`src/inc/ofm_consts.svh`:
```
// register offsets, field positions, reset values and timing counts of the frequency monitor
`ifndef OFM_CONSTS_SVH
`define OFM_CONSTS_SVH

// ==========================================================
// register byte offsets
`define OFM_ADDR_KEY      8'h00
`define OFM_ADDR_ENABLE   8'h04
`define OFM_ADDR_LOWER    8'h08
`define OFM_ADDR_UPPER    8'h0C
`define OFM_ADDR_RSTGEN   8'h10
`define OFM_ADDR_STATUS   8'h14
`define OFM_ADDR_IRQ_STAT 8'h18
`define OFM_ADDR_IRQ_MASK 8'h1C

// ==========================================================
// codes and reset values
`define OFM_KEY_LOCK      8'h06
`define OFM_KEY_OPEN      8'hF9
`define OFM_EN_OFF        8'h00
`define OFM_EN_ON         8'hE4
`define OFM_LIMIT_RST     9'h000
`define OFM_RSTGEN_RST    1'b1
`define OFM_IRQ_MASK_RST  2'h0

// ==========================================================
// field positions
`define OFM_ST_FAULT_BIT  0
`define OFM_ST_STOP_BIT   1
`define OFM_IRQ_FAULT_BIT 0
`define OFM_IRQ_REFST_BIT 1

// ==========================================================
// timing
`define OFM_ARM_EDGES     2'h2
`define OFM_CLK_PERIOD_NS 40
`define OFM_REF_STOP_NS   2560
`define OFM_REF_STOP_CYC  ((`OFM_REF_STOP_NS) / (`OFM_CLK_PERIOD_NS))

`endif

```
`src/inc/ofm_pkg.sv`:
```
// types shared by the frequency monitor files
package ofm_pkg;

    typedef enum logic [2:0] {
        OFM_IDLE = 3'b001,
        OFM_ARM  = 3'b010,
        OFM_MEAS = 3'b100
    } ofm_state_t;

    typedef logic [8:0] ofm_limit_t;

endpackage

```
`src/inc/ofm_edge_if.sv`:
```
// sampled clock edge carried from the edge sampler to the monitor core
`timescale 1ns/1ns
interface ofm_edge_if;
    logic rise;
    logic level;
    modport src (output rise, output level);
    modport dst (input rise, input level);
endinterface

```
`src/verilog/ofm_edge_sync.sv`:
```
// two-flop sampler and rising-edge detector for a clock taken as a plain input
`timescale 1ns/1ns
module ofm_edge_sync
(
    // system
    input  wire logic clk_sys,
    input  wire logic rst_n,
    // sampled pin
    input  wire logic pin_in,
    // edge out
    ofm_edge_if.src   edge_o
);

    logic meta_r;
    logic sync_r;
    logic last_r;

    // ==========================================================
    // synchroniser; the first stage feeds only the second
    always_ff @(posedge clk_sys or negedge rst_n)
    begin
        if (!rst_n)
        begin
            meta_r <= 1'b0;
            sync_r <= 1'b0;
            last_r <= 1'b0;
        end
        else
        begin
            meta_r <= pin_in;
            sync_r <= meta_r;
            last_r <= sync_r;
        end
    end

    assign edge_o.rise  = sync_r & ~last_r;
    assign edge_o.level = sync_r;

endmodule // ofm_edge_sync

```
`src/verilog/ofm_freq_monitor.sv`:
```
// oscillation frequency monitor: key-protected registers, window counter, limit compare
// Operation
// status bit 1 shows monitor stopped
// status bit 0 flags frequency fault
// writes locked until key holds 0xF9
// writing 0xE4 with key open starts detection
// software relocks with 0x06 after setup
// software reconfigures only while stopped
// wait two target edges before evaluating
// 256 reference edges window, target divided four
// fault when count above upper, below lower
// fault when reference clock stops
// fault with reset enabled requests warm reset
// run only in normal or idle mode
// two 9-bit limit registers, low bits
// reset-generate enable bit 0, resets to 1
// other key values store 0x06
// enable accepts only 0x00 or 0xE4
// limits and reset-enable locked while running
// target count synchronised before compare
//
// Design decisions made here: strobed register access and the address map.
`timescale 1ns/1ns
`include "ofm_consts.svh"
module ofm_freq_monitor
(
    // system
    input  wire logic        clk_sys,
    input  wire logic        rst_n,
    // register port
    input  wire logic [7:0]  reg_addr,
    input  wire logic [31:0] reg_wdata,
    input  wire logic        reg_wr,
    input  wire logic        reg_rd,
    output logic      [31:0] reg_rdata,
    // monitored clocks, sampled as inputs
    input  wire logic        target_clk_in,
    input  wire logic        ref_clk_in,
    // power mode: high in normal or idle mode
    input  wire logic        pmode_ok,
    // outputs
    output logic             warm_rst_req,
    output logic             irq
);

    ofm_edge_if tgt_e ();
    ofm_edge_if ref_e ();

    ofm_edge_sync u_tgt_sync
    (
        .clk_sys (clk_sys),
        .rst_n   (rst_n),
        .pin_in  (target_clk_in),
        .edge_o  (tgt_e)
    );

    ofm_edge_sync u_ref_sync
    (
        .clk_sys (clk_sys),
        .rst_n   (rst_n),
        .pin_in  (ref_clk_in),
        .edge_o  (ref_e)
    );

    function automatic logic wr_at(input logic [7:0] a);
        wr_at = reg_wr && (reg_addr == a);
    endfunction

    // ==========================================================
    // registers
    logic [7:0]          key_r;
    logic [7:0]          en_r;
    ofm_pkg::ofm_limit_t lower_r;
    ofm_pkg::ofm_limit_t upper_r;
    logic                rstgen_r;
    logic                fault_r;
    logic [1:0]          irq_stat_r;
    logic [1:0]          irq_mask_r;
    logic                soft_init;
    logic                running;
    logic                key_open;
    logic [7:0]          wkey;

    assign running  = (en_r == `OFM_EN_ON);
    assign key_open = (key_r == `OFM_KEY_OPEN);
    assign wkey     = reg_wdata[7:0];

    always_ff @(posedge clk_sys or negedge rst_n)
    begin
        if (!rst_n)
            key_r <= `OFM_KEY_LOCK;
        else if (soft_init)
            key_r <= `OFM_KEY_LOCK;
        else if (wr_at(`OFM_ADDR_KEY))
            key_r <= (wkey == `OFM_KEY_OPEN) ? `OFM_KEY_OPEN : `OFM_KEY_LOCK;
    end

    always_ff @(posedge clk_sys or negedge rst_n)
    begin
        if (!rst_n)
            en_r <= `OFM_EN_OFF;
        else if (soft_init)
            en_r <= `OFM_EN_OFF;
        else if (wr_at(`OFM_ADDR_ENABLE) && key_open)
        begin
            if (wkey == `OFM_EN_OFF || wkey == `OFM_EN_ON)
                en_r <= wkey;
        end
    end

    // configuration writes need the key and a stopped monitor
    always_ff @(posedge clk_sys or negedge rst_n)
    begin
        if (!rst_n)
        begin
            lower_r  <= `OFM_LIMIT_RST;
            upper_r  <= `OFM_LIMIT_RST;
            rstgen_r <= `OFM_RSTGEN_RST;
        end
        else if (soft_init)
        begin
            lower_r  <= `OFM_LIMIT_RST;
            upper_r  <= `OFM_LIMIT_RST;
            rstgen_r <= `OFM_RSTGEN_RST;
        end
        else if (key_open && !running)
        begin
            if (wr_at(`OFM_ADDR_LOWER))
                lower_r <= reg_wdata[8:0];
            if (wr_at(`OFM_ADDR_UPPER))
                upper_r <= reg_wdata[8:0];
            if (wr_at(`OFM_ADDR_RSTGEN))
                rstgen_r <= reg_wdata[0];
        end
    end

    always_ff @(posedge clk_sys or negedge rst_n)
    begin
        if (!rst_n)
            irq_mask_r <= `OFM_IRQ_MASK_RST;
        else if (wr_at(`OFM_ADDR_IRQ_MASK))
            irq_mask_r <= reg_wdata[1:0];
    end

    // ==========================================================
    // measurement sequencer
    ofm_pkg::ofm_state_t state_r;
    logic [1:0]          arm_cnt_r;
    logic [7:0]          win_cnt_r;
    logic [11:0]         tgt_cnt_r;
    logic [9:0]          tgt_div4;
    logic                win_end;
    logic                freq_bad;
    logic                ref_stop;
    logic                fault_evt;
    logic [7:0]          stop_cnt_r;
    logic                active;

    // measuring halts outside normal and idle mode
    assign active    = running && pmode_ok;
    assign win_end   = (state_r == ofm_pkg::OFM_MEAS) && ref_e.rise && (win_cnt_r == 8'hFF);
    assign tgt_div4  = tgt_cnt_r[11:2];
    assign freq_bad  = win_end && ((tgt_div4 > {1'b0, upper_r}) ||
                                   (tgt_div4 < {1'b0, lower_r}));
    assign ref_stop  = (state_r != ofm_pkg::OFM_IDLE) && active &&
                       (stop_cnt_r == 8'(`OFM_REF_STOP_CYC - 1)) && !ref_e.rise;
    assign fault_evt = freq_bad || ref_stop;

    always_ff @(posedge clk_sys or negedge rst_n)
    begin
        if (!rst_n)
        begin
            state_r   <= ofm_pkg::OFM_IDLE;
            arm_cnt_r <= 2'h0;
        end
        else if (soft_init || !running)
        begin
            state_r   <= ofm_pkg::OFM_IDLE;
            arm_cnt_r <= 2'h0;
        end
        else if (active)
        begin
            unique case (state_r)
                ofm_pkg::OFM_IDLE:
                    state_r <= ofm_pkg::OFM_ARM;
                ofm_pkg::OFM_ARM:
                    if (tgt_e.rise)
                    begin
                        arm_cnt_r <= arm_cnt_r + 2'h1;
                        if (arm_cnt_r == `OFM_ARM_EDGES - 2'h1)
                            state_r <= ofm_pkg::OFM_MEAS;
                    end
                ofm_pkg::OFM_MEAS:
                    state_r <= ofm_pkg::OFM_MEAS;
            endcase
        end
    end

    // window of reference edges, target edges counted with saturation
    always_ff @(posedge clk_sys or negedge rst_n)
    begin
        if (!rst_n)
        begin
            win_cnt_r <= 8'h00;
            tgt_cnt_r <= 12'h000;
        end
        else if (state_r != ofm_pkg::OFM_MEAS || !active || win_end)
        begin
            win_cnt_r <= 8'h00;
            tgt_cnt_r <= 12'h000;
        end
        else
        begin
            if (ref_e.rise)
                win_cnt_r <= win_cnt_r + 8'h01;
            if (tgt_e.rise && tgt_cnt_r != 12'hFFF)
                tgt_cnt_r <= tgt_cnt_r + 12'h001;
        end
    end

    // sys cycles since last reference edge
    always_ff @(posedge clk_sys or negedge rst_n)
    begin
        if (!rst_n)
            stop_cnt_r <= 8'h00;
        else if (state_r == ofm_pkg::OFM_IDLE || !active || ref_e.rise || ref_stop)
            stop_cnt_r <= 8'h00;
        else
            stop_cnt_r <= stop_cnt_r + 8'h01;
    end

    // ==========================================================
    // fault flag and reset request
    always_ff @(posedge clk_sys or negedge rst_n)
    begin
        if (!rst_n)
            fault_r <= 1'b0;
        else if (fault_evt)
            fault_r <= 1'b1;
        else if (wr_at(`OFM_ADDR_ENABLE) && key_open && wkey == `OFM_EN_ON && !running)
            fault_r <= 1'b0;
    end

    always_ff @(posedge clk_sys or negedge rst_n)
    begin
        if (!rst_n)
            warm_rst_req <= 1'b0;
        else
            warm_rst_req <= fault_evt && rstgen_r;
    end

    // the requested warm reset also returns key, enable, limits, reset-enable and sequencer to reset state
    assign soft_init = warm_rst_req;

    // ==========================================================
    // interrupt status, cleared by reading it; a new event wins
    always_ff @(posedge clk_sys or negedge rst_n)
    begin
        if (!rst_n)
            irq_stat_r <= 2'h0;
        else
        begin
            for (int i = 0; i < 2; i++)
            begin
                if ((i == `OFM_IRQ_FAULT_BIT && freq_bad) ||
                    (i == `OFM_IRQ_REFST_BIT && ref_stop))
                    irq_stat_r[i] <= 1'b1;
                else if (reg_rd && reg_addr == `OFM_ADDR_IRQ_STAT)
                    irq_stat_r[i] <= 1'b0;
            end
        end
    end

    assign irq = |(irq_stat_r & irq_mask_r);

    // ==========================================================
    // read data, one cycle after the strobe, zero otherwise
    logic [31:0] rd_nxt;

    always_comb
    begin
        rd_nxt = 32'h0000_0000;
        unique case (reg_addr)
            `OFM_ADDR_KEY:      rd_nxt[7:0] = key_r;
            `OFM_ADDR_ENABLE:   rd_nxt[7:0] = en_r;
            `OFM_ADDR_LOWER:    rd_nxt[8:0] = lower_r;
            `OFM_ADDR_UPPER:    rd_nxt[8:0] = upper_r;
            `OFM_ADDR_RSTGEN:   rd_nxt[0]   = rstgen_r;
            `OFM_ADDR_STATUS:
            begin
                rd_nxt[`OFM_ST_FAULT_BIT] = fault_r;
                rd_nxt[`OFM_ST_STOP_BIT]  = !running;
            end
            `OFM_ADDR_IRQ_STAT: rd_nxt[1:0] = irq_stat_r;
            `OFM_ADDR_IRQ_MASK: rd_nxt[1:0] = irq_mask_r;
            default:            rd_nxt = 32'h0000_0000;
        endcase
    end

    always_ff @(posedge clk_sys or negedge rst_n)
    begin
        if (!rst_n)
            reg_rdata <= 32'h0000_0000;
        else if (reg_rd)
            reg_rdata <= rd_nxt;
        else
            reg_rdata <= 32'h0000_0000;
    end

    // ==========================================================
    // checks
    key_store_a: assert property (@(posedge clk_sys) disable iff (!rst_n)
        wr_at(`OFM_ADDR_KEY) && wkey != `OFM_KEY_OPEN && !soft_init
        |=> key_r == `OFM_KEY_LOCK)
        else $error("bad key value not stored as lock code");

    key_lock_a: assert property (@(posedge clk_sys) disable iff (!rst_n)
        wr_at(`OFM_ADDR_LOWER) && !key_open && !soft_init |=> $stable(lower_r))
        else $error("lower limit written while key closed");

    en_start_a: assert property (@(posedge clk_sys) disable iff (!rst_n)
        wr_at(`OFM_ADDR_ENABLE) && key_open && wkey == `OFM_EN_ON && !soft_init
        |=> running)
        else $error("enable code did not start detection");

    en_codes_a: assert property (@(posedge clk_sys) disable iff (!rst_n)
        en_r == `OFM_EN_OFF || en_r == `OFM_EN_ON)
        else $error("enable register holds illegal code");

    run_lock_a: assert property (@(posedge clk_sys) disable iff (!rst_n)
        wr_at(`OFM_ADDR_UPPER) && running && !soft_init |=> $stable(upper_r))
        else $error("upper limit changed while running");

    stop_read_a: assert property (@(posedge clk_sys) disable iff (!rst_n)
        reg_rd && reg_addr == `OFM_ADDR_STATUS |=> reg_rdata[1] == !$past(running))
        else $error("stopped flag read back wrong");

    arm_wait_a: assert property (@(posedge clk_sys) disable iff (!rst_n)
        $rose(state_r == ofm_pkg::OFM_MEAS) |-> $past(arm_cnt_r) == 2'h1 && $past(tgt_e.rise))
        else $error("measurement began before two target edges");

    fault_flag_a: assert property (@(posedge clk_sys) disable iff (!rst_n)
        fault_evt |=> fault_r)
        else $error("fault not flagged");

    rst_req_a: assert property (@(posedge clk_sys) disable iff (!rst_n)
        fault_evt && rstgen_r |=> warm_rst_req ##1 (en_r == `OFM_EN_OFF && key_r == `OFM_KEY_LOCK))
        else $error("fault did not request and apply warm reset");

    limit_cmp_a: assert property (@(posedge clk_sys) disable iff (!rst_n)
        win_end && (tgt_div4 > {1'b0, upper_r} || tgt_div4 < {1'b0, lower_r})
        |=> fault_r && irq_stat_r[`OFM_IRQ_FAULT_BIT])
        else $error("out-of-limit count not flagged");

    ref_stop_a: assert property (@(posedge clk_sys) disable iff (!rst_n)
        ref_stop |=> stop_cnt_r == 8'h00 && fault_r)
        else $error("reference stop not handled");

endmodule // ofm_freq_monitor

```
`config.mk`:
```
export PLATFORM = sky130hd
export DESIGN_NAME = ofm_freq_monitor
export DESIGN_NICKNAME = d
export VERILOG_FILES = /design/src/inc/ofm_pkg.sv /design/src/inc/ofm_edge_if.sv /design/src/verilog/ofm_edge_sync.sv /design/src/verilog/ofm_freq_monitor.sv
export VERILOG_INCLUDE_DIRS = /design/src /design/src/inc
export SDC_FILE = /design/constraint.sdc
export NUM_CORES = 1
export LEC_CHECK = 0
export BUFFER_PORTS_ARGS = -buffer_cell sky130_fd_sc_hd__buf_2
export CAP_MARGIN = 20
export CORE_ASPECT_RATIO = 1.2
export CORE_UTILIZATION = 33
export CTS_CLUSTER_DIAMETER = 100
export DETAILED_ROUTE_END_ITERATION = 12
export PLACE_DENSITY = 0.5
export SYNTH_ARGS = -nofsm -noshare
export SYNTH_HDL_FRONTEND = slang
export SYNTH_SLANG_ARGS = --single-unit
```
`constraint.sdc`:
```
create_clock -name clk_sys -period 3.4 [get_ports clk_sys]
set_input_delay 1.02 -clock clk_sys [delete_from_list [all_inputs] [get_ports clk_sys]]
set_output_delay 1.02 -clock clk_sys [all_outputs]
set_load 0.005 [all_outputs]
```
==> out/results.txt, run 1 <==
Slew Limit Headroom -> 50.4%
Pwr dens -> 400 nW/µm²
Drt initial violations -> 155
Vias in the first global route -> 3331
Post-synth top flop -> dfrtp_1
Cell count after synthesis -> 456
Switching Share -> 24.1%
Crit-path max FO -> 10
Worst skew pair latency -> 0.34 ns
Number of cell rows -> 46
Worst min-delay path category -> reg -> reg
Worst-case clock skew -> 0.0108 ns
Layout cells sized above 1 -> 15.0%
Synth async-reset ratio -> 100%
NetSw -> 489 µW
Clock Sinks -> 83
Pleak -> 0.00238 µW
Hold_sp -> u_ref_sync.meta_r
Layout Cells excl Fill -> 668
Reg2reg start -> upper_r[7]
H-Tree Level Count -> 3
Area of placed instances -> 4770 µm²
N_diodes -> 0
Post-synthesis sequential area ratio -> 46.4%
Worst path bufs/invs -> 2
Maximum vdd drop -> 0.187 mV
Largest net degree at the start of global routing -> 84
Met3 Use GR -> 2.40%
Seq cells post-synth -> 83
Avg Vias per Cell -> 4.95
Initial antenna violation count -> 0
TNS Setup -> 0 ns
WL final -> 9.75 mm
Die X-Extent -> 108 µm
Post-synth EDFFs -> 0
Critical path type -> in -> reg
Worst EP arrival -> 2.61 ns
M2 GR Usage -> 26.2%
Clock share of power -> 46.5%
Initial Util -> 33.9%
Most frequent cells in the layout -> dfrtp_1 (80), nor2_1 (54), nand3_1 (37)
Clk slew on worst S/H paths -> 0.07 ns
Gr ovfl total -> 0
DRT Pass-1 Iters -> 4
Met1 Track Usage GR -> 18.1%
Synth warnings -> 0
Port bufs -> 34
Fin. Hold Viols -> 0
Max_cap viols -> 0
Critical Path Start Type -> input pin
Num CTS Buffers -> 9
First-pass GRT wire length -> 16.2 mm
CTS tree -> yes
CP max stage delay -> 0.54 ns
Outcome -> completed
WL per Instance -> 14.6 µm
Final Cycle Share -> 70.1%
Actual slew at the worst max-slew pin -> 0.743 ns
GP Congestion -> 0.741
Distinct cell type count after synthesis -> 56
Post-placement cell count -> 651
Area growth, synth to finish -> 13.3%
P_int -> 1540 µW
GRT Total Usage -> 14.9%
ANT nets after route -> 0
Crit. Startpoint -> reg_addr[0]
Crit-path cells -> buf_2 > or4_4 > nor3_2 > buf_4 > nor4b_4 > nor2_1 > a21o_1
CTS resizes -> 0
Critical path's top delay family -> simple AND/OR/NAND/NOR gates
CTS Buffer Depth -> 2
Commonest non-fill, non-tap cell in the layout -> dfrtp_1
Vias -> 3304
Max-slew violations -> 0
Syn_area_per_cell -> 9.84 µm²
Cts hold-fix bufs -> 0
Clk root buf -> clkbuf_16
Total Die Area -> 14100 µm²
DP Wirelength -> 7.09 mm
DRC Markers -> 0
Die Y -> 130 µm
Unrepaired setup endpoints after global routing -> no
Top-Level Pins -> 81
Part of the power in registers -> 49.0%
Busiest grt layer -> met2
Setup Viol. Count Final -> 0
Post-synthesis instance area -> 4490 µm²
Setup Buffers After CTS -> 0
Logic pwr share -> 4.5%
Crit path max-delay cell type -> or4_4
Fin crit period -> 2.38 ns
Final Cell Area -> 5080 µm²
Crit. End Element -> flip-flop
# nets final -> 563
FMAX -> 0.420 GHz
Data required time of the worst path -> 3.63 ns
Core ar. -> 13200 µm²
-- final timing paths --
kind,endpoint,slack [ns],cells past startpoint
hold / removal,u_ref_sync.edge_o.level,0.35,0
min in group asynchronous,stop_cnt_r[3],0.53,1
max in group asynchronous,key_r[2],2.21,2
setup reg to reg,warm_rst_req,1.17,8
hold reg to reg,u_ref_sync.edge_o.level,0.35,0
setup / recovery,en_r[6],1.02,7
-- cell usage after synthesis, types with 3 or more instances --
cell type	instances	area, µm²
mux2i_1	16	160
ha_1	21	263
nand3_1	37	185
mux2_2	3	33.8
nor3b_1	3	22.5
buf_4	26	195
nor2_1	54	203
and4_1	3	26.3
nand2b_1	5	31.3
a22oi_1	6	45.0
and2_1	7	43.8
buf_2	4	20.0
xnor2_1	8	70.1
nand4b_1	3	26.3
and3_1	6	37.5
nand2_1	28	105
a21oi_1	26	130
nand4_1	9	56.3
dfrtp_1	80	2000
a21o_1	9	67.6
o21ai_0	12	60.1
nor3_1	4	20.0
clkbuf_1	6	22.5
inv_1	22	82.6
nor2b_1	5	31.3
dfstp_2	3	78.8
xor2_1	15	131
-- state kept, by name (all words and copies together) (netlist names), 2 cells and up --
register and cells:
tgt_cnt_r 12, lower_r 9, reg_rdata 9, upper_r 9, en_r 8, stop_cnt_r 8
win_cnt_r 8, state_r 3, arm_cnt_r 2, irq_mask_r 2, irq_stat_r 2, key_r 2
-- metal layers --
metal | vias up | part of all wire [%]
li1 | 1621 | -
met1 | 1616 | 46
met2 | 57 | 50
met3 | 10 | 2.8
met4 | 0 | 1.4
met5 | - | 0
-- through the flow --
| stage | setup WS [ns] | util (%) | power, µW | hold slack [ns] |
|---|---|---|---|---|
| floorplan | 0.949 | - | 1070 | 0.331 |
| global placement | 0.658 | 36.0 | 1100 | 0.333 |
| detailed placement | 0.645 | 36.0 | 1100 | 0.335 |
| CTS | 1.00 | 38.2 | 2050 | 0.350 |
| global route | 0.887 | 38.4 | 2120 | 0.355 |
| finish | 1.02 | 38.4 | 2030 | 0.348 |
-- power by group through the flow --
stage                     combinational [µW]  clock, µW  sequential (µW)
after detailed placement                88.3          0             1010
after CTS                               88.5        970              996
after global placement                  87.1          0             1010
after global routing                     104       1020              996
final                                   90.9        945              996
after floorplan                         54.4          0             1010
-- cells by family (layout without fill, tap and decap cells) --
kind of cell | after synthesis | after routing | share of synthesized area (%)
other | 1 | 23 | 0.0836
DFF | 83 | 83 | 46.4
adders and majority gates | 21 | 21 | 5.86
and+or+nand+nor | 182 | 182 | 21.6
muxes | 21 | 21 | 5.33
AOI/OAI and AO/OA | 66 | 66 | 9.06
xor gates and xnor gates | 23 | 23 | 4.49
buffers and inverters | 59 | 81 | 7.22
-- final cells by class --
cell class | instances | area [µm²]
timing repair buffer | 43 | 260
inverter | 22 | 82.6
tap | 168 | 210
sequential | 83 | 2080
fill | 1311 | 8150
multi-input combinational | 336 | 2160
clock inverter | 6 | 47.5
clock buffer | 10 | 239
No activity file was read; power rests on OpenSTA's default activity.
==> run 2, diff against run 1 <==
--- a/config.mk
+++ b/config.mk
@@ -6,13 +6,14 @@
 export SDC_FILE = /design/constraint.sdc
 export NUM_CORES = 1
 export LEC_CHECK = 0
+export ABC_AREA = 1
 export BUFFER_PORTS_ARGS = -buffer_cell sky130_fd_sc_hd__buf_2
 export CAP_MARGIN = 20
 export CORE_ASPECT_RATIO = 1.2
 export CORE_UTILIZATION = 33
 export CTS_CLUSTER_DIAMETER = 100
 export DETAILED_ROUTE_END_ITERATION = 12
-export PLACE_DENSITY = 0.5
+export PLACE_DENSITY = 0.51
 export SYNTH_ARGS = -nofsm -noshare
 export SYNTH_HDL_FRONTEND = slang
 export SYNTH_SLANG_ARGS = --single-unit
==> constraint.sdc (replaced) <==
create_clock -name clk_sys -period 2 [get_ports clk_sys]
set_input_delay 0.6 -clock clk_sys [delete_from_list [all_inputs] [get_ports clk_sys]]
set_output_delay 0.6 -clock clk_sys [all_outputs]
set_load 0.005 [all_outputs]
==> run 2 against run 1 <==
  * Cell count is 24% higher
  * Synthesized cell count is 33% higher
  * Clock skew fell by 0.0046 ns
  * Worst setup slack worse by 0.74 ns
  * Routed wire length increased by 16%
  * Via count grew 19%
  * Sequential power increased by 71%
  * Global-route usage rose by 0.97 points
==> out/results.txt, run 2 <==
Most frequent cells in the layout -> nand2_1 (121), inv_1 (86), dfrtp_1 (80)
Top-Level Pins -> 81
Final Cycle Share -> 86.2%
Critical path's top delay family -> simple AND/OR/NAND/NOR gates
Worst path bufs/invs -> 0
Crit. Startpoint -> tgt_cnt_r[10]
Distinct cell type count after synthesis -> 37
Met3 Use GR -> 2.65%
Area of the multi-input gates -> 2310 µm²
Worst min-delay path category -> in -> async
Area growth, synth to finish -> 13.1%
Gr ovfl total -> 0
Count leader, synth -> nand2_1
Total Die Area -> 15200 µm²
GRT Total Usage -> 15.8%
Clock Sinks -> 83
Pleak -> 0.00261 µW
Largest register by flop count -> tgt_cnt_r
WL final -> 11.3 mm
Critical Path Start Type -> flip-flop
Synth top area share -> 41.1%
Data required time of the worst path -> 2.25 ns
Avg Vias per Cell -> 4.74
Unrepaired setup endpoints after global routing -> no
Register Area -> 2080 µm²
Syn_area_per_cell -> 8.04 µm²
Post-synth top cells -> nand2_1 (121), inv_1 (86), dfrtp_1 (80), nor2_1 (75), nand3_1 (34)
ANT nets after route -> 0
Fin crit period -> 1.72 ns
CTS resizes -> 0
DRC Markers -> 0
Commonest non-fill, non-tap cell in the layout -> nand2_1
First-pass GRT wire length -> 18.9 mm
Max_cap viols -> 0
Hold slack -> 0.180 ns
Setup Viol. Count Final -> 0
Drt initial violations -> 200
GP Congestion -> 0.807
Seq cells post-synth -> 83
CP max stage delay -> 0.46 ns
Die X-Extent -> 113 µm
Crit-path most repeated cell -> nand2_1
Worst EP arrival -> 1.98 ns
Initial antenna violation count -> 0
Post-synthesis instance area -> 4870 µm²
DRT Pass-1 Iters -> 5
WL per Instance -> 13.6 µm
H-Tree Level Count -> 3
Die Y -> 135 µm
Met1 Track Usage GR -> 20.4%
Busiest grt layer -> met2
Vias -> 3935
Post-Synth Adder-Cell Area -> 5.40%
Post-synthesis sequential area ratio -> 42.8%
Outcome -> completed
Worst skew pair latency -> 0.33 ns
Synth Area in Simple Gates -> 28.7%
Pwr dens -> 663 nW/µm²
Port bufs -> 34
Clk slew on worst S/H paths -> 0.06 ns
# nets final -> 720
Cell count after synthesis -> 605
Main area contributors after synthesis -> dfrtp_1 (41%), nand2_1 (9.3%), inv_1 (6.6%)
Clk root buf -> clkbuf_16
Num CTS Buffers -> 9
# fillers -> 1515
Crit-path max FO -> 7
Setup Buffers After CTS -> 0
Max-slew violations -> 0
Crit path max-delay cell type -> dfrtp_1
Critical path type -> reg -> reg
Number of cell rows -> 48
Fin. Hold Viols -> 0
Largest family of logic cells by synthesized area -> simple AND/OR/NAND/NOR gates
Crit-path cells -> ha_1 > nand2_1 > nor2_1 > nand3_1 > nand3_1 > nand2_1 > nand2_1 > nand2_1 > o21ai_0
Vias in the first global route -> 3827
Core ar. -> 14400 µm²
Area leader, netlist -> dfrtp_1
Initial Util -> 33.8%
Worst-case clock skew -> 0.00624 ns
Layout cells sized above 1 -> 16.9%
Crit. End Element -> flip-flop
Post-synthesis mux area share -> 0%
Largest net degree at the start of global routing -> 28
Synth async-reset ratio -> 100%
Cts hold-fix bufs -> 0
Max reg flops -> 12
Synth Area in XOR/XNOR -> 0.720%
TNS Setup -> 0 ns
FMAX -> 0.580 GHz
Reg2reg start -> tgt_cnt_r[10]
CTS tree -> yes
Post-synth top flop -> dfrtp_1
M2 GR Usage -> 27.4%
Maximum vdd drop -> 0.509 mV
CTS Buffer Depth -> 2
DP Wirelength -> 8.76 mm
Complex-gate fraction of the synthesized area -> 10.8%
N_diodes -> 0
Synth warnings -> 0
Post-synth EDFFs -> 0
==> run 2: metal layers <==
layer	routed length [µm]	vias to the layer above
met4	115	0
met3	288	10
met2	5580	55
met1	5340	1872
met5	0	-
li1	-	1998
==> run 2: layout make-up <==
class / count / share of cell area, %
multi-input cells: 427 / 42.0
flip-flops and latches: 83 / 37.8
inverters: 90 / 6.20
clock buffers: 10 / 4.34
repair buffers: 41 / 4.32
well taps: 175 / 3.98
clock inverters: 5 / 1.41
==> run 2: worst paths after layout <==
kind / to / slack, ns / cells after the start
min in group clk_sys: u_tgt_sync.edge_o.level / 0.36 / 0
setup reg to reg: irq_stat_r[0] / 0.28 / 9
max in group asynchronous: key_r[2] / 1.27 / 2
hold reg to reg: u_tgt_sync.edge_o.level / 0.36 / 0
hold / removal: u_ref_sync.edge_o.level / 0.18 / 1
setup / recovery: irq_stat_r[0] / 0.28 / 9
==> run 2: kinds of logic (layout without fill, tap and decap cells) <==
family                     count (synthesis)  after routing
and+or+nand+nor                          297            297
buffers and inverters                    117            146
DFF                                       83             83
AOI/OAI and AO/OA                         82             82
adders and majority gates                 21             21
xor gates and xnor gates                   4              4
other                                      1             23
==> run 2: worst register-to-register path: stages (launching register included) <==
cell and delay, ns:
dfrtp_1 0.46, ha_1 0.33, nand2_1 0.08, nor2_1 0.20
nand3_1 0.10, nand3_1 0.09, nand2_1 0.06, nand2_1 0.12
nand2_1 0.12, o21ai_0 0.10
==> run 2: stage by stage <==
| stage | util [%] | cell area (µm²) | cells | total power [µW] | setup WS, ns |
|---|---|---|---|---|---|
| CTS | 38.2 | 5510 | 831 | 3710 | 0.277 |
| finish | 38.2 | 5510 | 831 | 3650 | 0.275 |
| global route | 38.2 | 5510 | 831 | 3780 | 0.132 |
| detailed placement | 36.0 | 5190 | 816 | 1900 | 0.0952 |
| floorplan | - | 4950 | 627 | 1830 | 0.391 |
| global placement | 36.0 | 5190 | 816 | 1900 | 0.124 |
==> run 2: power breakdown <==
group          total, µW  switching [µW]  internal, µW
clock network       1780             667          1120
registers           1700            8.51          1700
logic                162             116          46.2
total               3650             792          2860
